<file path="config.mk">
export PLATFORM = sky130hd
export DESIGN_NAME = acgw_gateway
export DESIGN_NICKNAME = d
export VERILOG_FILES = /design/src/rtl/acgw_pkg.sv /design/src/rtl/acgw_dec_acc.sv /design/src/rtl/acgw_dec_fmt.sv /design/src/rtl/acgw_gateway.sv
export SDC_FILE = /design/constraint.sdc
export NUM_CORES = 1
export LEC_CHECK = 0
export BUFFER_PORTS_ARGS = -buffer_cell sky130_fd_sc_hd__buf_4
export CAP_MARGIN = 20
export CORE_ASPECT_RATIO = 1.5
export CORE_MARGIN = 3
export CORE_UTILIZATION = 58
export CTS_BUF_LIST = sky130_fd_sc_hd__clkbuf_2 sky130_fd_sc_hd__clkbuf_4 sky130_fd_sc_hd__clkbuf_8
export CTS_CLUSTER_SIZE = 16
export DETAILED_ROUTE_END_ITERATION = 6
export PLACE_DENSITY = 0.82
export SYNTH_ARGS = -nofsm -noshare
export SYNTH_HDL_FRONTEND = slang
export SYNTH_SLANG_ARGS = --single-unit
</file>
<file path="constraint.sdc">
create_clock -name clk_sys_in -period 4.1 [get_ports clk_sys_in]
set_input_delay 0.41 -clock clk_sys_in [delete_from_list [all_inputs] [get_ports clk_sys_in]]
set_output_delay 0.41 -clock clk_sys_in [all_outputs]
set_load 0.03 [all_outputs]
</file>
<file path="src/rtl/acgw_pkg.sv">
// Shared types and constants of the ASCII command gateway
package acgw_pkg;
  // Characters
  localparam logic [7:0] CH_CR = 8'h0d;
  localparam logic [7:0] CH_LF = 8'h0a;
  localparam logic [7:0] CH_SP = 8'h20;
  localparam logic [7:0] CH_0 = 8'h30;
  localparam logic [7:0] CH_9 = 8'h39;
  localparam logic [7:0] CASE_BIT = 8'h20;
  // Command letters, lower case
  localparam logic [7:0] LET_R = 8'h72;
  localparam logic [7:0] LET_W = 8'h77;
  localparam logic [7:0] LET_S = 8'h73;
  localparam logic [7:0] LET_C = 8'h63;
  localparam logic [7:0] LET_B = 8'h62;
  localparam logic [7:0] LET_P = 8'h70;
  localparam logic [7:0] LET_O = 8'h6f;
  localparam logic [7:0] LET_A = 8'h61;
  // Timing: one hundredth of a second at 50 ns per cycle
  localparam int unsigned CLK_PERIOD_NS = 32'h0000_0032;
  localparam int unsigned TICK_NS = 32'h0098_9680;
  localparam int unsigned TICK_CYCLES_DEF = TICK_NS / CLK_PERIOD_NS;
  // Recommended framing limits: 128 characters, 100 hundredths
  localparam logic [15:0] SIZE_LIMIT_REC = 16'h0080;
  localparam logic [15:0] TIME_LIMIT_REC = 16'h0064;
  // Route and counters
  localparam logic [3:0] ROUTE_MAX = 4'h8;
  localparam logic [15:0] COUNT_RST = 16'h0001;
  localparam logic [15:0] BIT_LAST = 16'h0010;
  // Formatter positions
  localparam logic [2:0] POS_LAST_DIG = 3'h4;
  localparam logic [2:0] POS_TAIL = 3'h5;
  localparam logic [2:0] POS_DONE = 3'h6;

  typedef enum logic [3:0] {
    CMD_NONE = 4'h0,
    CMD_READ = 4'h1,
    CMD_WRITE = 4'h2,
    CMD_SET = 4'h3,
    CMD_CLR = 4'h4,
    CMD_BIT = 4'h5,
    CMD_PRINT = 4'h6,
    CMD_OMIT = 4'h7,
    CMD_ADDR = 4'h8
  } acgw_cmd_t;

  typedef enum logic [1:0] {
    BEAT_HDR = 2'h0,
    BEAT_DATA = 2'h1,
    BEAT_END = 2'h2
  } acgw_beat_t;

  typedef struct packed {
    acgw_cmd_t cmd;
    acgw_beat_t beat;
    logic [15:0] value;
  } acgw_req_t;

  typedef struct packed {
    logic [15:0] data;
    logic last;
  } acgw_rsp_t;

  typedef struct packed {
    logic [3:0] len;
    logic [7:0][7:0] drop;
  } acgw_route_t;
endpackage : acgw_pkg

</file>
<file path="src/rtl/acgw_dec_acc.sv">
// Decimal digit accumulator for command parameters
`timescale 1ns/1ps
`default_nettype none
module acgw_dec_acc (
  // Clock and reset
  input wire logic clk_sys_in,
  input wire logic rst_in,
  // Digits
  input wire logic clear_in,
  input wire logic digit_valid_in,
  input wire logic [3:0] digit_in,
  // Result
  output logic [15:0] value_out,
  output logic active_out
);
  logic [15:0] times10;

  // Wraps modulo 65536 on overlong numbers
  assign times10 = {value_out[12:0], 3'h0} + {value_out[14:0], 1'b0};

  always_ff @(posedge clk_sys_in) begin
    if (rst_in || clear_in) begin
      value_out <= 16'h0000;
      active_out <= 1'b0;
    end else if (digit_valid_in) begin
      value_out <= times10 + {12'h000, digit_in};
      active_out <= 1'b1;
    end
  end
endmodule : acgw_dec_acc
`default_nettype wire

</file>
<file path="src/rtl/acgw_dec_fmt.sv">
// Word to decimal ASCII formatter with a trailing character
`timescale 1ns/1ps
`default_nettype none
module acgw_dec_fmt (
  // Clock and reset
  input wire logic clk_sys_in,
  input wire logic rst_in,
  // Job
  input wire logic start_in,
  input wire logic [15:0] value_in,
  input wire logic nodig_in,
  input wire logic [7:0] tail_in,
  output logic busy_out,
  // Character stream
  output logic tx_valid_out,
  output logic [7:0] tx_data_out,
  input wire logic tx_ready_in
);
  logic seen_q;
  logic [2:0] pos_q;
  logic [3:0] dig_q;
  logic [15:0] rem_q;
  logic [7:0] tail_q;
  logic [15:0] pw;
  logic ge;
  logic show;

  assign pw = (pos_q == 3'h0) ? 16'h2710 :
              (pos_q == 3'h1) ? 16'h03e8 :
              (pos_q == 3'h2) ? 16'h0064 :
              (pos_q == 3'h3) ? 16'h000a : 16'h0001;
  assign ge = rem_q >= pw;
  // Leading zeros suppressed, a lone zero still printed
  assign show = (dig_q != 4'h0) || seen_q || (pos_q == acgw_pkg::POS_LAST_DIG);

  // Subtraction per cycle keeps the datapath free of dividers
  always_ff @(posedge clk_sys_in) begin
    if (rst_in) begin
      busy_out <= 1'b0;
      tx_valid_out <= 1'b0;
      tx_data_out <= 8'h00;
      seen_q <= 1'b0;
      pos_q <= 3'h0;
      dig_q <= 4'h0;
      rem_q <= 16'h0000;
      tail_q <= 8'h00;
    end else if (start_in && !busy_out) begin
      busy_out <= 1'b1;
      rem_q <= value_in;
      pos_q <= nodig_in ? acgw_pkg::POS_TAIL : 3'h0;
      dig_q <= 4'h0;
      seen_q <= 1'b0;
      tail_q <= tail_in;
    end else if (tx_valid_out) begin
      if (tx_ready_in) begin
        tx_valid_out <= 1'b0;
        busy_out <= (pos_q != acgw_pkg::POS_DONE);
      end
    end else if (busy_out && pos_q == acgw_pkg::POS_TAIL) begin
      tx_data_out <= tail_q;
      tx_valid_out <= 1'b1;
      pos_q <= acgw_pkg::POS_DONE;
    end else if (busy_out && ge) begin
      rem_q <= rem_q - pw;
      dig_q <= dig_q + 4'h1;
    end else if (busy_out) begin
      tx_data_out <= acgw_pkg::CH_0 | {4'h0, dig_q};
      tx_valid_out <= show;
      seen_q <= seen_q || show;
      dig_q <= 4'h0;
      pos_q <= pos_q + 3'h1;
    end
  end
endmodule : acgw_dec_fmt
`default_nettype wire

</file>
<file path="src/rtl/acgw_gateway.sv">
// ASCII command gateway: host text commands to network requests
`timescale 1ns/1ps
`default_nettype none
module acgw_gateway #(
  parameter int unsigned TICK_CYCLES = acgw_pkg::TICK_CYCLES_DEF
) (
  // Clock and reset
  input wire logic clk_sys_in,
  input wire logic rst_in,
  // Host receive stream
  input wire logic rx_valid_in,
  input wire logic [7:0] rx_data_in,
  output logic rx_ready_out,
  // Host transmit stream
  output logic tx_valid_out,
  output logic [7:0] tx_data_out,
  input wire logic tx_ready_in,
  // Framing limits, zero disables
  input wire logic [15:0] pkt_size_limit_in,
  input wire logic [15:0] pkt_time_limit_in,
  // Target route configuration
  input wire logic route_we_in,
  input wire acgw_pkg::acgw_route_t route_in,
  output acgw_pkg::acgw_route_t route_out,
  // Requests
  output acgw_pkg::acgw_req_t req_out,
  output logic net_req_valid_out,
  input wire logic net_req_ready_in,
  output logic loc_req_valid_out,
  input wire logic loc_req_ready_in,
  // Responses
  input wire logic net_rsp_valid_in,
  input wire acgw_pkg::acgw_rsp_t net_rsp_in,
  output logic net_rsp_ready_out,
  input wire logic loc_rsp_valid_in,
  input wire acgw_pkg::acgw_rsp_t loc_rsp_in,
  output logic loc_rsp_ready_out
);
  typedef enum logic [4:0] {
    ST_IDLE = 5'h01,
    ST_PARSE = 5'h02,
    ST_FLUSH = 5'h04,
    ST_TAIL = 5'h08,
    ST_RESP = 5'h10
  } acgw_state_t;

  acgw_state_t state_q, state_d;
  acgw_pkg::acgw_cmd_t cmd_q, letter_cmd, net_cmd;
  acgw_pkg::acgw_req_t req_d, req_q;
  acgw_pkg::acgw_rsp_t rsp;
  logic local_q, hdr_q, req_v_q;
  logic [3:0] nidx_q;
  logic [1:0] step_q;
  logic [15:0] count_q, bit_q, chars_q, hund_q;
  logic [31:0] tick_q;
  logic [7:0] low_c;
  logic rx_fire, is_digit, in_parse, is_text, is_num_cmd, size_hit;
  logic timeout, term, tick_hit, acc_dig, acc_clr, acc_act, num_take;
  logic first_num, num_emit, hdr_print, txt_emit, tail_v, tail_emit;
  logic req_load, req_rdy, bit_ok, bit_val, rsp_v, rsp_rdy, rsp_fire;
  logic addr_ack, ack_cr, fmt_start, fmt_nodig, fmt_busy, route_store;
  logic [15:0] acc_val, bit_mask, tail_val, fmt_val;
  logic [7:0] fmt_tail;

  // Receive decode
  assign rx_fire = rx_valid_in && rx_ready_out;
  assign low_c = rx_data_in | acgw_pkg::CASE_BIT;
  assign is_digit = rx_data_in >= acgw_pkg::CH_0 && rx_data_in <= acgw_pkg::CH_9;
  assign letter_cmd = (low_c == acgw_pkg::LET_R) ? acgw_pkg::CMD_READ :
                      (low_c == acgw_pkg::LET_W) ? acgw_pkg::CMD_WRITE :
                      (low_c == acgw_pkg::LET_S) ? acgw_pkg::CMD_SET :
                      (low_c == acgw_pkg::LET_C) ? acgw_pkg::CMD_CLR :
                      (low_c == acgw_pkg::LET_B) ? acgw_pkg::CMD_BIT :
                      (low_c == acgw_pkg::LET_P) ? acgw_pkg::CMD_PRINT :
                      (low_c == acgw_pkg::LET_O) ? acgw_pkg::CMD_OMIT :
                      (low_c == acgw_pkg::LET_A) ? acgw_pkg::CMD_ADDR :
                      acgw_pkg::CMD_NONE;
  assign in_parse = state_q == ST_PARSE;
  assign is_text = cmd_q == acgw_pkg::CMD_PRINT || cmd_q == acgw_pkg::CMD_OMIT;
  assign is_num_cmd = !is_text && cmd_q != acgw_pkg::CMD_NONE;
  // Held off while a request beat waits, so no character is lost
  assign rx_ready_out = !req_v_q && (state_q == ST_IDLE || in_parse);

  // Command termination
  assign size_hit = pkt_size_limit_in != 16'h0000 &&
                    (chars_q + 16'h0001) >= pkt_size_limit_in;
  assign timeout = in_parse && pkt_time_limit_in != 16'h0000 &&
                   hund_q >= pkt_time_limit_in;
  assign tick_hit = tick_q >= 32'(TICK_CYCLES - 1);
  assign term = (in_parse && rx_fire &&
                 (rx_data_in == acgw_pkg::CH_CR || size_hit)) ||
                timeout;

  // Numbers: non-digits close a number and are otherwise skipped
  assign acc_dig = in_parse && rx_fire && is_num_cmd && is_digit;
  assign num_take = acc_act && ((in_parse && rx_fire && !is_digit) ||
                    (state_q == ST_FLUSH && !req_v_q));
  assign acc_clr = num_take || state_q == ST_IDLE;
  assign first_num = nidx_q == 4'h0;
  assign num_emit = num_take &&
                    ((first_num && cmd_q != acgw_pkg::CMD_ADDR) ||
                     (!first_num && cmd_q == acgw_pkg::CMD_WRITE));
  assign route_store = num_take && cmd_q == acgw_pkg::CMD_ADDR &&
                       nidx_q < acgw_pkg::ROUTE_MAX;

  acgw_dec_acc u_acc (
    .clk_sys_in(clk_sys_in),
    .rst_in(rst_in),
    .clear_in(acc_clr),
    .digit_valid_in(acc_dig),
    .digit_in(rx_data_in[3:0]),
    .value_out(acc_val),
    .active_out(acc_act)
  );

  // Bit numbers run 1..16; out of range gives an empty mask
  assign bit_ok = bit_q != 16'h0000 && bit_q <= acgw_pkg::BIT_LAST;
  assign bit_mask = bit_ok ? (16'h0001 << (bit_q[3:0] - 4'h1)) : 16'h0000;

  // Closing beats: count or mask, CR LF for print, then end marker
  assign tail_v = step_q == 2'h2 ||
                  (step_q == 2'h1 && cmd_q == acgw_pkg::CMD_PRINT) ||
                  (step_q == 2'h0 && cmd_q != acgw_pkg::CMD_WRITE &&
                   cmd_q != acgw_pkg::CMD_OMIT);
  assign tail_val = (step_q == 2'h2) ? 16'h0000 :
                    (step_q == 2'h1) ? {8'h00, acgw_pkg::CH_LF} :
                    (cmd_q == acgw_pkg::CMD_READ) ? count_q :
                    (cmd_q == acgw_pkg::CMD_BIT) ? acgw_pkg::COUNT_RST :
                    (cmd_q == acgw_pkg::CMD_PRINT) ? {8'h00, acgw_pkg::CH_CR} :
                    bit_mask;
  assign tail_emit = state_q == ST_TAIL && hdr_q && !req_v_q && tail_v &&
                     cmd_q != acgw_pkg::CMD_ADDR;

  // Request beat assembly
  assign hdr_print = state_q == ST_IDLE && rx_fire &&
                     (letter_cmd == acgw_pkg::CMD_PRINT ||
                      letter_cmd == acgw_pkg::CMD_OMIT);
  assign txt_emit = in_parse && rx_fire && is_text;
  assign req_load = hdr_print || txt_emit || num_emit || tail_emit;
  assign net_cmd = (cmd_q == acgw_pkg::CMD_BIT) ? acgw_pkg::CMD_READ : cmd_q;
  assign req_d.cmd = hdr_print ? letter_cmd : net_cmd;
  assign req_d.beat = (hdr_print || (num_emit && first_num)) ?
                      acgw_pkg::BEAT_HDR :
                      (tail_emit && step_q == 2'h2) ? acgw_pkg::BEAT_END :
                      acgw_pkg::BEAT_DATA;
  assign req_d.value = hdr_print ? 16'h0000 :
                       txt_emit ? {8'h00, rx_data_in} :
                       num_emit ? acc_val : tail_val;
  assign req_rdy = local_q ? loc_req_ready_in : net_req_ready_in;
  assign net_req_valid_out = req_v_q && !local_q;
  assign loc_req_valid_out = req_v_q && local_q;
  assign req_out = req_q;

  // Responses from whichever side served the command
  assign rsp = local_q ? loc_rsp_in : net_rsp_in;
  assign rsp_v = local_q ? loc_rsp_valid_in : net_rsp_valid_in;
  assign rsp_rdy = state_q == ST_RESP && !fmt_busy;
  assign net_rsp_ready_out = rsp_rdy && !local_q;
  assign loc_rsp_ready_out = rsp_rdy && local_q;
  assign rsp_fire = rsp_rdy && rsp_v;
  assign bit_val = bit_ok && rsp.data[bit_q[3:0] - 4'h1];

  // Replies to the host
  assign addr_ack = state_q == ST_TAIL && cmd_q == acgw_pkg::CMD_ADDR &&
                    !fmt_busy;
  assign ack_cr = rsp_fire && rsp.last &&
                  (cmd_q == acgw_pkg::CMD_WRITE || cmd_q == acgw_pkg::CMD_SET ||
                   cmd_q == acgw_pkg::CMD_CLR);
  assign fmt_nodig = addr_ack || ack_cr;
  assign fmt_start = fmt_nodig || (rsp_fire &&
                     (cmd_q == acgw_pkg::CMD_READ || cmd_q == acgw_pkg::CMD_BIT));
  assign fmt_val = (cmd_q == acgw_pkg::CMD_BIT) ? {15'h0000, bit_val} : rsp.data;
  assign fmt_tail = (cmd_q == acgw_pkg::CMD_READ && !rsp.last) ?
                    acgw_pkg::CH_SP : acgw_pkg::CH_CR;

  acgw_dec_fmt u_fmt (
    .clk_sys_in(clk_sys_in),
    .rst_in(rst_in),
    .start_in(fmt_start),
    .value_in(fmt_val),
    .nodig_in(fmt_nodig),
    .tail_in(fmt_tail),
    .busy_out(fmt_busy),
    .tx_valid_out(tx_valid_out),
    .tx_data_out(tx_data_out),
    .tx_ready_in(tx_ready_in)
  );

  always_comb begin
    state_d = state_q;
    case (state_q)
      ST_IDLE: begin
        if (rx_fire && letter_cmd != acgw_pkg::CMD_NONE) state_d = ST_PARSE;
      end
      ST_PARSE: begin
        if (term) state_d = ST_FLUSH;
      end
      ST_FLUSH: begin
        if (!acc_act || num_take) state_d = ST_TAIL;
      end
      ST_TAIL: begin
        if (cmd_q == acgw_pkg::CMD_ADDR) begin
          if (!fmt_busy) state_d = ST_IDLE;
        end else if (!hdr_q) begin
          state_d = ST_IDLE;
        end else if (tail_emit && step_q == 2'h2) begin
          state_d = is_text ? ST_IDLE : ST_RESP;
        end
      end
      ST_RESP: begin
        if (rsp_fire && rsp.last) state_d = ST_IDLE;
      end
      default: state_d = ST_IDLE;
    endcase
  end

  always_ff @(posedge clk_sys_in) begin
    if (rst_in) begin
      state_q <= ST_IDLE;
      req_v_q <= 1'b0;
      req_q <= '0;
    end else begin
      state_q <= state_d;
      if (req_load) req_q <= req_d;
      req_v_q <= req_load || (req_v_q && !req_rdy);
    end
  end

  // Command context captured at the letter
  always_ff @(posedge clk_sys_in) begin
    if (rst_in) begin
      cmd_q <= acgw_pkg::CMD_NONE;
      local_q <= 1'b0;
      hdr_q <= 1'b0;
      nidx_q <= 4'h0;
      step_q <= 2'h0;
      count_q <= acgw_pkg::COUNT_RST;
      bit_q <= 16'h0000;
      chars_q <= 16'h0000;
    end else if (state_q == ST_IDLE && rx_fire) begin
      cmd_q <= letter_cmd;
      local_q <= route_out.len == 4'h0;
      hdr_q <= hdr_print;
      nidx_q <= 4'h0;
      step_q <= 2'h0;
      count_q <= acgw_pkg::COUNT_RST;
      bit_q <= 16'h0000;
      chars_q <= 16'h0001;
    end else begin
      if (in_parse && rx_fire) chars_q <= chars_q + 16'h0001;
      if (num_emit) hdr_q <= 1'b1;
      if (num_take && nidx_q != 4'hf) nidx_q <= nidx_q + 4'h1;
      if (num_take && nidx_q == 4'h1) begin
        count_q <= acc_val;
        bit_q <= acc_val;
      end
      if (state_q == ST_TAIL && !req_v_q) step_q <= step_q + 2'h1;
    end
  end

  // Idle gap timer in hundredths, restarted by every character
  always_ff @(posedge clk_sys_in) begin
    if (rst_in || !in_parse || rx_fire) begin
      tick_q <= 32'h0000_0000;
      hund_q <= 16'h0000;
    end else if (tick_hit) begin
      tick_q <= 32'h0000_0000;
      hund_q <= hund_q + 16'h0001;
    end else begin
      tick_q <= tick_q + 32'h0000_0001;
    end
  end

  // Config write wins over a drop stored in the same cycle
  always_ff @(posedge clk_sys_in) begin
    if (rst_in) begin
      route_out <= '0;
    end else if (route_we_in) begin
      route_out <= route_in;
    end else if (state_q == ST_IDLE && rx_fire &&
                 letter_cmd == acgw_pkg::CMD_ADDR) begin
      route_out.len <= 4'h0;
    end else if (route_store) begin
      route_out.drop[nidx_q[2:0]] <= acc_val[7:0];
      route_out.len <= nidx_q + 4'h1;
    end
  end

  cr_ends_cmd_a: assert property (@(posedge clk_sys_in) disable iff (rst_in)
    in_parse && rx_fire && rx_data_in == acgw_pkg::CH_CR |=> state_q == ST_FLUSH)
    else $error("CR did not end the command");
  size_limit_a: assert property (@(posedge clk_sys_in) disable iff (rst_in)
    in_parse && rx_fire && pkt_size_limit_in != 16'h0000 &&
    chars_q + 16'h0001 == pkt_size_limit_in |=> state_q == ST_FLUSH)
    else $error("size limit did not end the command");
  req_hold_a: assert property (@(posedge clk_sys_in) disable iff (rst_in)
    req_v_q && !req_rdy |=> req_v_q && $stable(req_q))
    else $error("request beat changed while stalled");
  local_path_a: assert property (@(posedge clk_sys_in) disable iff (rst_in)
    state_q == ST_IDLE && rx_fire |=>
    local_q == ($past(route_out.len) == 4'h0))
    else $error("serving side not taken from route at the letter");
  read_hdr_a: assert property (@(posedge clk_sys_in) disable iff (rst_in)
    in_parse && rx_fire && !is_digit && acc_act && first_num &&
    cmd_q == acgw_pkg::CMD_READ |=> req_v_q &&
    req_q.beat == acgw_pkg::BEAT_HDR && req_q.value == $past(acc_val))
    else $error("read header not the register number");
  mask_onehot_a: assert property (@(posedge clk_sys_in) disable iff (rst_in)
    req_v_q && req_q.beat == acgw_pkg::BEAT_DATA &&
    (req_q.cmd == acgw_pkg::CMD_SET || req_q.cmd == acgw_pkg::CMD_CLR) |->
    $onehot0(req_q.value))
    else $error("bit request mask not a single bit");
  print_char_a: assert property (@(posedge clk_sys_in) disable iff (rst_in)
    txt_emit |=> req_v_q && req_q.beat == acgw_pkg::BEAT_DATA &&
    req_q.value[7:0] == $past(rx_data_in))
    else $error("print character not forwarded");
  omit_exact_a: assert property (@(posedge clk_sys_in) disable iff (rst_in)
    tail_emit && cmd_q == acgw_pkg::CMD_OMIT |-> step_q == 2'h2)
    else $error("omit appended extra characters");
  addr_reply_a: assert property (@(posedge clk_sys_in) disable iff (rst_in)
    addr_ack |=> fmt_busy ##[1:20] tx_valid_out && tx_data_out == acgw_pkg::CH_CR)
    else $error("address command not answered with CR");
endmodule : acgw_gateway
`default_nettype wire

</file>
==> results of run 1 <==
## area by class of cell
class	count	share of cell area [%]
timing repair buffer	277	12.2
sequential	240	28.2
tap	319	2.34
clock buffer	58	4.17
multi-input combinational	1283	51.2
clock inverter	8	0.565
inverter	62	1.37
## cell usage after synthesis, drive strengths merged (16+ instances only)
master / number / share of area [%]
nand3: 38 / 1.4
a2111oi: 30 / 2.0
o21ai: 88 / 3.2
inv: 62 / 1.7
xor2: 41 / 2.6
mux2i: 91 / 6.5
or3: 24 / 1.1
ha: 91 / 8.1
nor4: 28 / 1.7
clkbuf: 55 / 1.5
nand2b: 16 / 0.71
a211oi: 18 / 0.96
xnor2: 45 / 2.8
and2: 37 / 1.6
nor2: 167 / 4.5
nor2b: 43 / 1.9
nor3: 67 / 2.6
buf: 36 / 1.3
a21oi: 95 / 3.4
nand2: 150 / 4.1
dfxtp: 240 / 34
## final timing paths
path,startpoint,to,cells after the start
hold reg to reg,req_out[3]$_SDFFE_PP0P_,req_out[3]$_SDFFE_PP0P_,2
hold / removal,tx_ready_in,u_fmt.tx_valid_out$_SDFFE_PP0N_,2
setup reg to reg,u_fmt.pos_q[0]$_SDFFE_PP0P_,u_fmt.pos_q[2]$_SDFFE_PP0P_,14
setup / recovery,u_fmt.pos_q[0]$_SDFFE_PP0P_,u_fmt.pos_q[2]$_SDFFE_PP0P_,14
## power by group through the flow
| stage | clock (mW) | combinational (mW) | sequential [mW] |
|---|---|---|---|
| after floorplan | 0 | 0.432 | 2.57 |
| after global placement | 0 | 0.820 | 2.50 |
| after detailed placement | 0 | 0.831 | 2.50 |
| after CTS | 2.24 | 0.836 | 2.45 |
| after global routing | 2.32 | 0.913 | 2.46 |
| final | 2.20 | 0.850 | 2.45 |
## layer usage
| layer | vias to the layer above | track usage, % |
|---|---|---|
| li1 | 6398 | - |
| met1 | 6310 | 34.3 |
| met2 | 453 | 54.7 |
| met3 | 110 | 5.57 |
| met4 | 0 | 12.7 |
| met5 | - | 0 |
## registers in the layout (all words and copies together) (netlist names), 5 cells and up
register / count
count_q: 16
route_out: 68
req_out: 22
chars_q: 16
u_acc.value_out: 16
tick_q: 32
state_q: 5
u_fmt.tx_data_out: 6
hund_q: 16
u_fmt.rem_q: 16
## cell families (layout without fill, tap and decap cells)
| kind of cell | count (synthesis) | after routing | share of synthesized area (%) |
|---|---|---|---|
| xor+xnor | 86 | 86 | 5.35 |
| mux | 103 | 103 | 7.67 |
| simple gates | 634 | 634 | 23.4 |
| buf+inv | 153 | 405 | 4.37 |
| other cells | 1 | 16 | 0.0266 |
| flops | 240 | 240 | 34.1 |
| compound gates | 350 | 350 | 16.6 |
| fa+ha+maj | 94 | 94 | 8.52 |
## through the flow
| step | hold slack, ns | worst slack [ns] | area [µm²] | utilization, % | instances |
|---|---|---|---|---|---|
| finish | 0.0771 | 0.297 | 17000 | 71.5 | 2247 |
| global route | 0.0597 | 0.0388 | 17000 | 71.5 | 2247 |
| CTS | 0.0532 | 0.249 | 17000 | 71.5 | 2247 |
| detailed placement | 0.446 | 0.258 | 16200 | 68.1 | 2181 |
| global placement | 0.439 | 0.455 | 16200 | 68.1 | 2181 |
| floorplan | 0.426 | 0.726 | 14100 | - | 1676 |
## critical path: stages (launching register included)
cell,delay [ns]
dfxtp_1,0.43
inv_1,0.10
ha_1,0.26
o21ai_1,0.25
nand3_1,0.15
ha_1,0.34
nor2b_1,0.17
o31a_1,0.29
o221a_2,0.28
o311ai_2,0.36
a31oi_2,0.16
buf_4,0.21
a32oi_2,0.37
nor2_1,0.10
a311oi_1,0.24
==> metrics.txt, run 1 <==
total of warnings raised by yosys 0; proportion of register bits with asynchronous set or reset after synthesis 0%; number of resized instances in the post-cts repair step 0; number of flops mapped to enable cells by yosys 0; number of levels in the clock H-tree 2; share of final-layout standard cells stronger than drive strength 1 20.4%; net switching power 1.52 mW; count of pins on the block boundary 255; type of destination of the critical path flip-flop; Leak Pwr 7.22 nW; Core Rows between 60 and 70; register-to-register setup slack 0.30 ns; final HPWL from detailed placement just over 30000 µm; most frequent standard cell in the layout excluding fill and tap cells buf_4; Tot Pwr 5.50 mW; total area of multi-input combinational cells between 8000 and 9000 µm²; fill cell instance count of the final layout approximately 2.0k; Antenna diodes 0; Final Hold Fails 0; Core Footprint 23800 µm²; remaining global-route overflow 0; Num CTS Buffers 39; wire length on met1 roughly 16000 µm; Mapped Cells between 1.5k and 2k; global-route wire length before repair 64500 µm; category of the worst setup path launch point flip-flop; RSZ-0062 raised after global routing false; portion of the clock cycle consumed by the worst path in the final layout 92.7%; placer congestion estimate 0.964; quantity of I/O buffers inserted on ports around 250; highest metal layer with signal wires met4; first-pass iteration count of the detailed router 5; Total Nets Final between 2k and 2.5k; Detail Route met3 WL 2530 µm; pin count of the biggest net entering global routing between 70 and 80; clock transition at the register clock pins on the worst setup and hold paths after CTS 0.06 ns; final critical path time including I/O delays and setup 3.80 ns; DR vias 13.3k; Max clock buf depth 3; most used cells in the layout excluding fill and tap cells buf_4, dfxtp_1, nor2_1; worst hold-check path type input pin to flip-flop; Horiz. Die Dim 133 µm; overall die height just under 200 µm; sequential share of power between 40% and 50%; count of pins over their slew limit 0; Fmax achieved about 0.26 GHz; remaining max-slew budget at the tightest pin 19.7%; first-iteration detailed-routing DRC count 906; highest fanout seen on the critical path 9; netlist area before placement 14100 µm²; DRC violations left 0; # clock sinks 240; Layout Area Growth over Synthesis 21.1%; antenna violations before repair 0; mean cell area of the mapped netlist 8.47 µm²; die area around 26000 µm²; starting density of the core 59.1%; Total Wirelength 41400 µm; switching part of the total 27.6%; max-cap viol count 0; final setup skew 0.0126 ns; combinational share of power approximately 15%; count of different cell masters after synthesis 87; Hold-fix buffers, CTS 0; total routing resource utilization after global routing 30.0%; clock tree from TritonCTS yes; sequential cell area in the final layout 4800 µm²; cell area power density 323 nW/µm²; synthesized flop and latch total 240; # setup viols final 0; Clk Tree Root Cell clkbuf_8; total met2 wirelength after detailed routing 21400 µm; most used flip-flop cell after synthesis dfxtp_1; status complete, no violations; CP Data Required Time 4.57 ns; antenna violation net count after detailed routing 0; Skew-Pair Late Insertion Delay 0.56 ns; Vias/cell 5.91; clock share of power 40.0%; Worst EP arrival 4.27 ns; average wire length per cell after detail routing between 15 and 20 µm; number of buffers added for setup after CTS 0; internal power 3.98 mW; Least-Margin Pin Slew 1.19 ns; via count of the first global-routing pass 12.8k; maximum resistive drop on vdd ~0.36 mV; crit path kind flip-flop to flip-flop; register area share after synthesis approximately a third; Total Neg Setup Slack 0 ns
(Power assumes the default switching activity.)
==> run 2, diff against run 1 <==
--- a/config.mk
+++ b/config.mk
@@ -8,7 +8,6 @@
 export BUFFER_PORTS_ARGS = -buffer_cell sky130_fd_sc_hd__buf_4
 export CAP_MARGIN = 20
 export CORE_ASPECT_RATIO = 1.5
-export CORE_MARGIN = 3
 export CORE_UTILIZATION = 58
 export CTS_BUF_LIST = sky130_fd_sc_hd__clkbuf_2 sky130_fd_sc_hd__clkbuf_4 sky130_fd_sc_hd__clkbuf_8
 export CTS_CLUSTER_SIZE = 16
==> run 2 against run 1 <==
Compared with the run above:
- sequential share of layout area decreased by 0.060 points
- register-to-register slack better by 0.05 ns
- cell area up 0.21%
- non-clock buffer count increased by 4
- global-route usage increased by 2.2 points
- wire length fell by 1.9%
- clock-buffer cell count is 2 higher
- sequential cell count is the same
- worst setup slack better by 0.046 ns
- critical path type unchanged
- largest cell class unchanged
==> metrics.txt, run 2 (synthesis gave the netlist of run 1 again) <==
worst hold-check path type input pin to flip-flop; met2 layer usage reported by global route 58.1% (+3.4 points); maximum resistive drop on vdd 0.331 mV (-7.6%); first-pass iteration count of the detailed router 6 (+1); Clk Tree Root Cell clkbuf_8; # setup viols final 0 (unchanged); highest fanout seen on the critical path 8 (-1); starting density of the core 59.3% (+0.21 points); combinational share of power 15.5% (about the same); switching part of the total 27.2% (-0.43 points); sequential share of power 45.0% (+0.5 points); number of buffers added for setup after CTS 0 (unchanged); cell area power density 319 nW/µm² (-1.2%); fraction of met3 tracks used by global routing 4.69% (-0.88 points); Total Nets Final 2152 (+0.19%); Leak Pwr 7.25 nW (+0.35%); Layout Area Growth over Synthesis 21.4%; register-to-register setup slack 0.34 ns (+0.05 ns); startpoint of the most critical register-to-register path u_fmt.pos_q[0]$_SDFFE_PP0P_; overall die height 193 µm (-2.0%); most frequent standard cell in the layout excluding fill and tap cells buf_4; remaining max-slew budget at the tightest pin 36.9% (+17 points); number of cells traversed by the worst hold path 2 (unchanged); Num CTS Buffers 39 (unchanged); fill cell instance count of the final layout 1869 (-5.9%); average wire length per cell after detail routing 18.0 µm (-2.1%); Least-Margin Pin Slew 0.941 ns (-0.253 ns); category of the worst setup path launch point flip-flop; Worst Hold End u_fmt.tx_valid_out$_SDFFE_PP0N_; Final Hold Fails 0 (unchanged); total area of multi-input combinational cells 8730 µm² (+0.10%); final critical path time including I/O delays and setup 3.76 ns (-0.0457 ns); final HPWL from detailed placement 30400 µm (-0.91%); buffers plus inverters on the worst setup path 1 (-1); clock share of power 39.5% (-0.5 points); quantity of I/O buffers inserted on ports 252 (unchanged); most flop-heavy register route_out; RSZ-0062 raised after global routing false; number of levels in the clock H-tree 2 (unchanged); post-route insts no fill 2252 (+0.22%); cell at the slowest stage of the critical path dfxtp_1; placer congestion estimate 0.929 (-3.7%); antenna violation net count after detailed routing 0 (unchanged); first-iteration detailed-routing DRC count 1017 (+12%); via count of the first global-routing pass 12.8k (+0.016%); pin count of the biggest net entering global routing 98 (+34%); total number of cells along the worst setup path 13 (-1); Total Wirelength 40600 µm (-1.9%); CP Data Required Time 4.52 ns (-0.05 ns); type of destination of the critical path flip-flop; Total Neg Setup Slack 0 ns (unchanged); Core Footprint 23700 µm² (-0.36%); DR vias 13.3k (-0.11%); share of final-layout standard cells stronger than drive strength 1 20.6% (+0.21 points); layer with the highest usage met2; DRC violations left 0 (unchanged); Fmax achieved 0.266 GHz (+1.2%); Max clock buf depth 3 (unchanged); Antenna diodes 0 (unchanged); internal power 3.97 mW (-0.43%); global-route wire length before repair 63600 µm (-1.4%); Vias/cell 5.89 (-0.33%); status complete, no violations; met1 usage 36.4% (+2.1 points); # clock sinks 240 (unchanged); Horiz. Die Dim 129 µm (-3.0%); die area 24900 µm² (-5.0%); clock tree from TritonCTS yes; count of pins on the block boundary 255 (unchanged); Core Rows 69 (unchanged); max FFs per register 68 (unchanged); net switching power 1.48 mW (-2.6%); clock transition at the register clock pins on the worst setup and hold paths after CTS 0.07 ns (about the same); crit path kind flip-flop to flip-flop; worst path cell trace ha_1 -> nor3_1 -> o21ai_0 -> inv_1 -> fa_1 -> nor2b_1 -> o31a_1 -> o221a_2 -> o311ai_2 -> a31oi_4 -> nand2_1 -> o311a_1 -> a211o_1; portion of the clock cycle consumed by the worst path in the final layout 91.6% (-1.1 points); antenna violations before repair 0 (unchanged); Top delay family on crit path compound AO/OA/AOI/OAI gates; Worst Reg2Reg Path Length in Cells 13 (-1); count of pins over their slew limit 0 (unchanged); Worst EP arrival 4.18 ns (-0.09 ns); capture instance of the worst register-to-register path u_fmt.rem_q[15]$_SDFFE_PP0P_; max-cap viol count 0 (unchanged); start point of the worst hold path tx_ready_in; total routing resource utilization after global routing 32.2% (+2.2 points); remaining global-route overflow 0 (unchanged); Skew-Pair Late Insertion Delay 0.53 ns (-0.03 ns); sequential cell area in the final layout 4800 µm² (unchanged); Critical Path Max Stage Delay 0.42 ns (about the same); most used cells in the layout excluding fill and tap cells buf_4, dfxtp_1, nor2_1; final setup skew 0.0141 ns (+0.00145 ns); Post-Place Cells 2184 (+0.14%)
-- run 2: final cells by class --
cell class	count	area share, %
clock buffer	60	4.36
multi-input combinational	1283	51.1
sequential	240	28.1
clock inverter	7	0.366
timing repair buffer	281	12.3
tap	319	2.34
inverter	62	1.36
-- run 2: metrics by stage --
stage / hold slack (ns) / total power [mW] / util [%] / cell area (µm²) / worst slack (ns)
floorplan: 0.426 / 3.00 / - / 14100 / 0.726
global placement: 0.436 / 3.31 / 68.4 / 16300 / 0.384
detailed placement: 0.455 / 3.33 / 68.4 / 16300 / 0.262
CTS: 0.109 / 5.47 / 71.8 / 17100 / 0.247
global route: 0.132 / 5.66 / 71.9 / 17100 / 0.0536
finish: 0.126 / 5.45 / 71.9 / 17100 / 0.343
-- run 2: how the worst max path moves through the flow --
stage	slack, ns	startpoint	end
floorplan	0.73	u_fmt.pos_q[0]$_SDFFE_PP0P_	u_fmt.rem_q[0]$_SDFFE_PP0P_
global placement	0.38	u_fmt.pos_q[0]$_SDFFE_PP0P_	u_fmt.rem_q[15]$_SDFFE_PP0P_
detailed placement	0.26	u_fmt.pos_q[0]$_SDFFE_PP0P_	u_fmt.rem_q[15]$_SDFFE_PP0P_
CTS	0.25	u_fmt.pos_q[0]$_SDFFE_PP0P_	u_fmt.rem_q[15]$_SDFFE_PP0P_
global route	0.05	u_fmt.pos_q[0]$_SDFFE_PP0P_	u_fmt.rem_q[15]$_SDFFE_PP0P_
finish	0.34	u_fmt.pos_q[0]$_SDFFE_PP0P_	u_fmt.rem_q[15]$_SDFFE_PP0P_
-- run 2: routing by layer --
metal / vias up / part of all wire, %
met1: 6272 / 39
met2: 440 / 51
li1: 6404 / -
met5: - / 0
met3: 141 / 5.2
met4: 0 / 4.8
-- run 2: power by group through the flow --
| stage | combinational, mW | clock [mW] | sequential, mW |
|---|---|---|---|
| 6_report | 0.843 | 2.15 | 2.45 |
| 5_1_grt | 0.908 | 2.29 | 2.46 |
| 4_1_cts | 0.832 | 2.19 | 2.45 |
| 3_5_place_dp | 0.828 | 0 | 2.50 |
| 3_3_place_gp | 0.815 | 0 | 2.50 |
| 2_1_floorplan | 0.432 | 0 | 2.57 |
-- run 2: what timing repair did --
item	CTS	global route
resized for setup	0	3
endpoints found under the hold margin	0	0
endpoints found under the setup margin	0	5
hold buffers	0	0
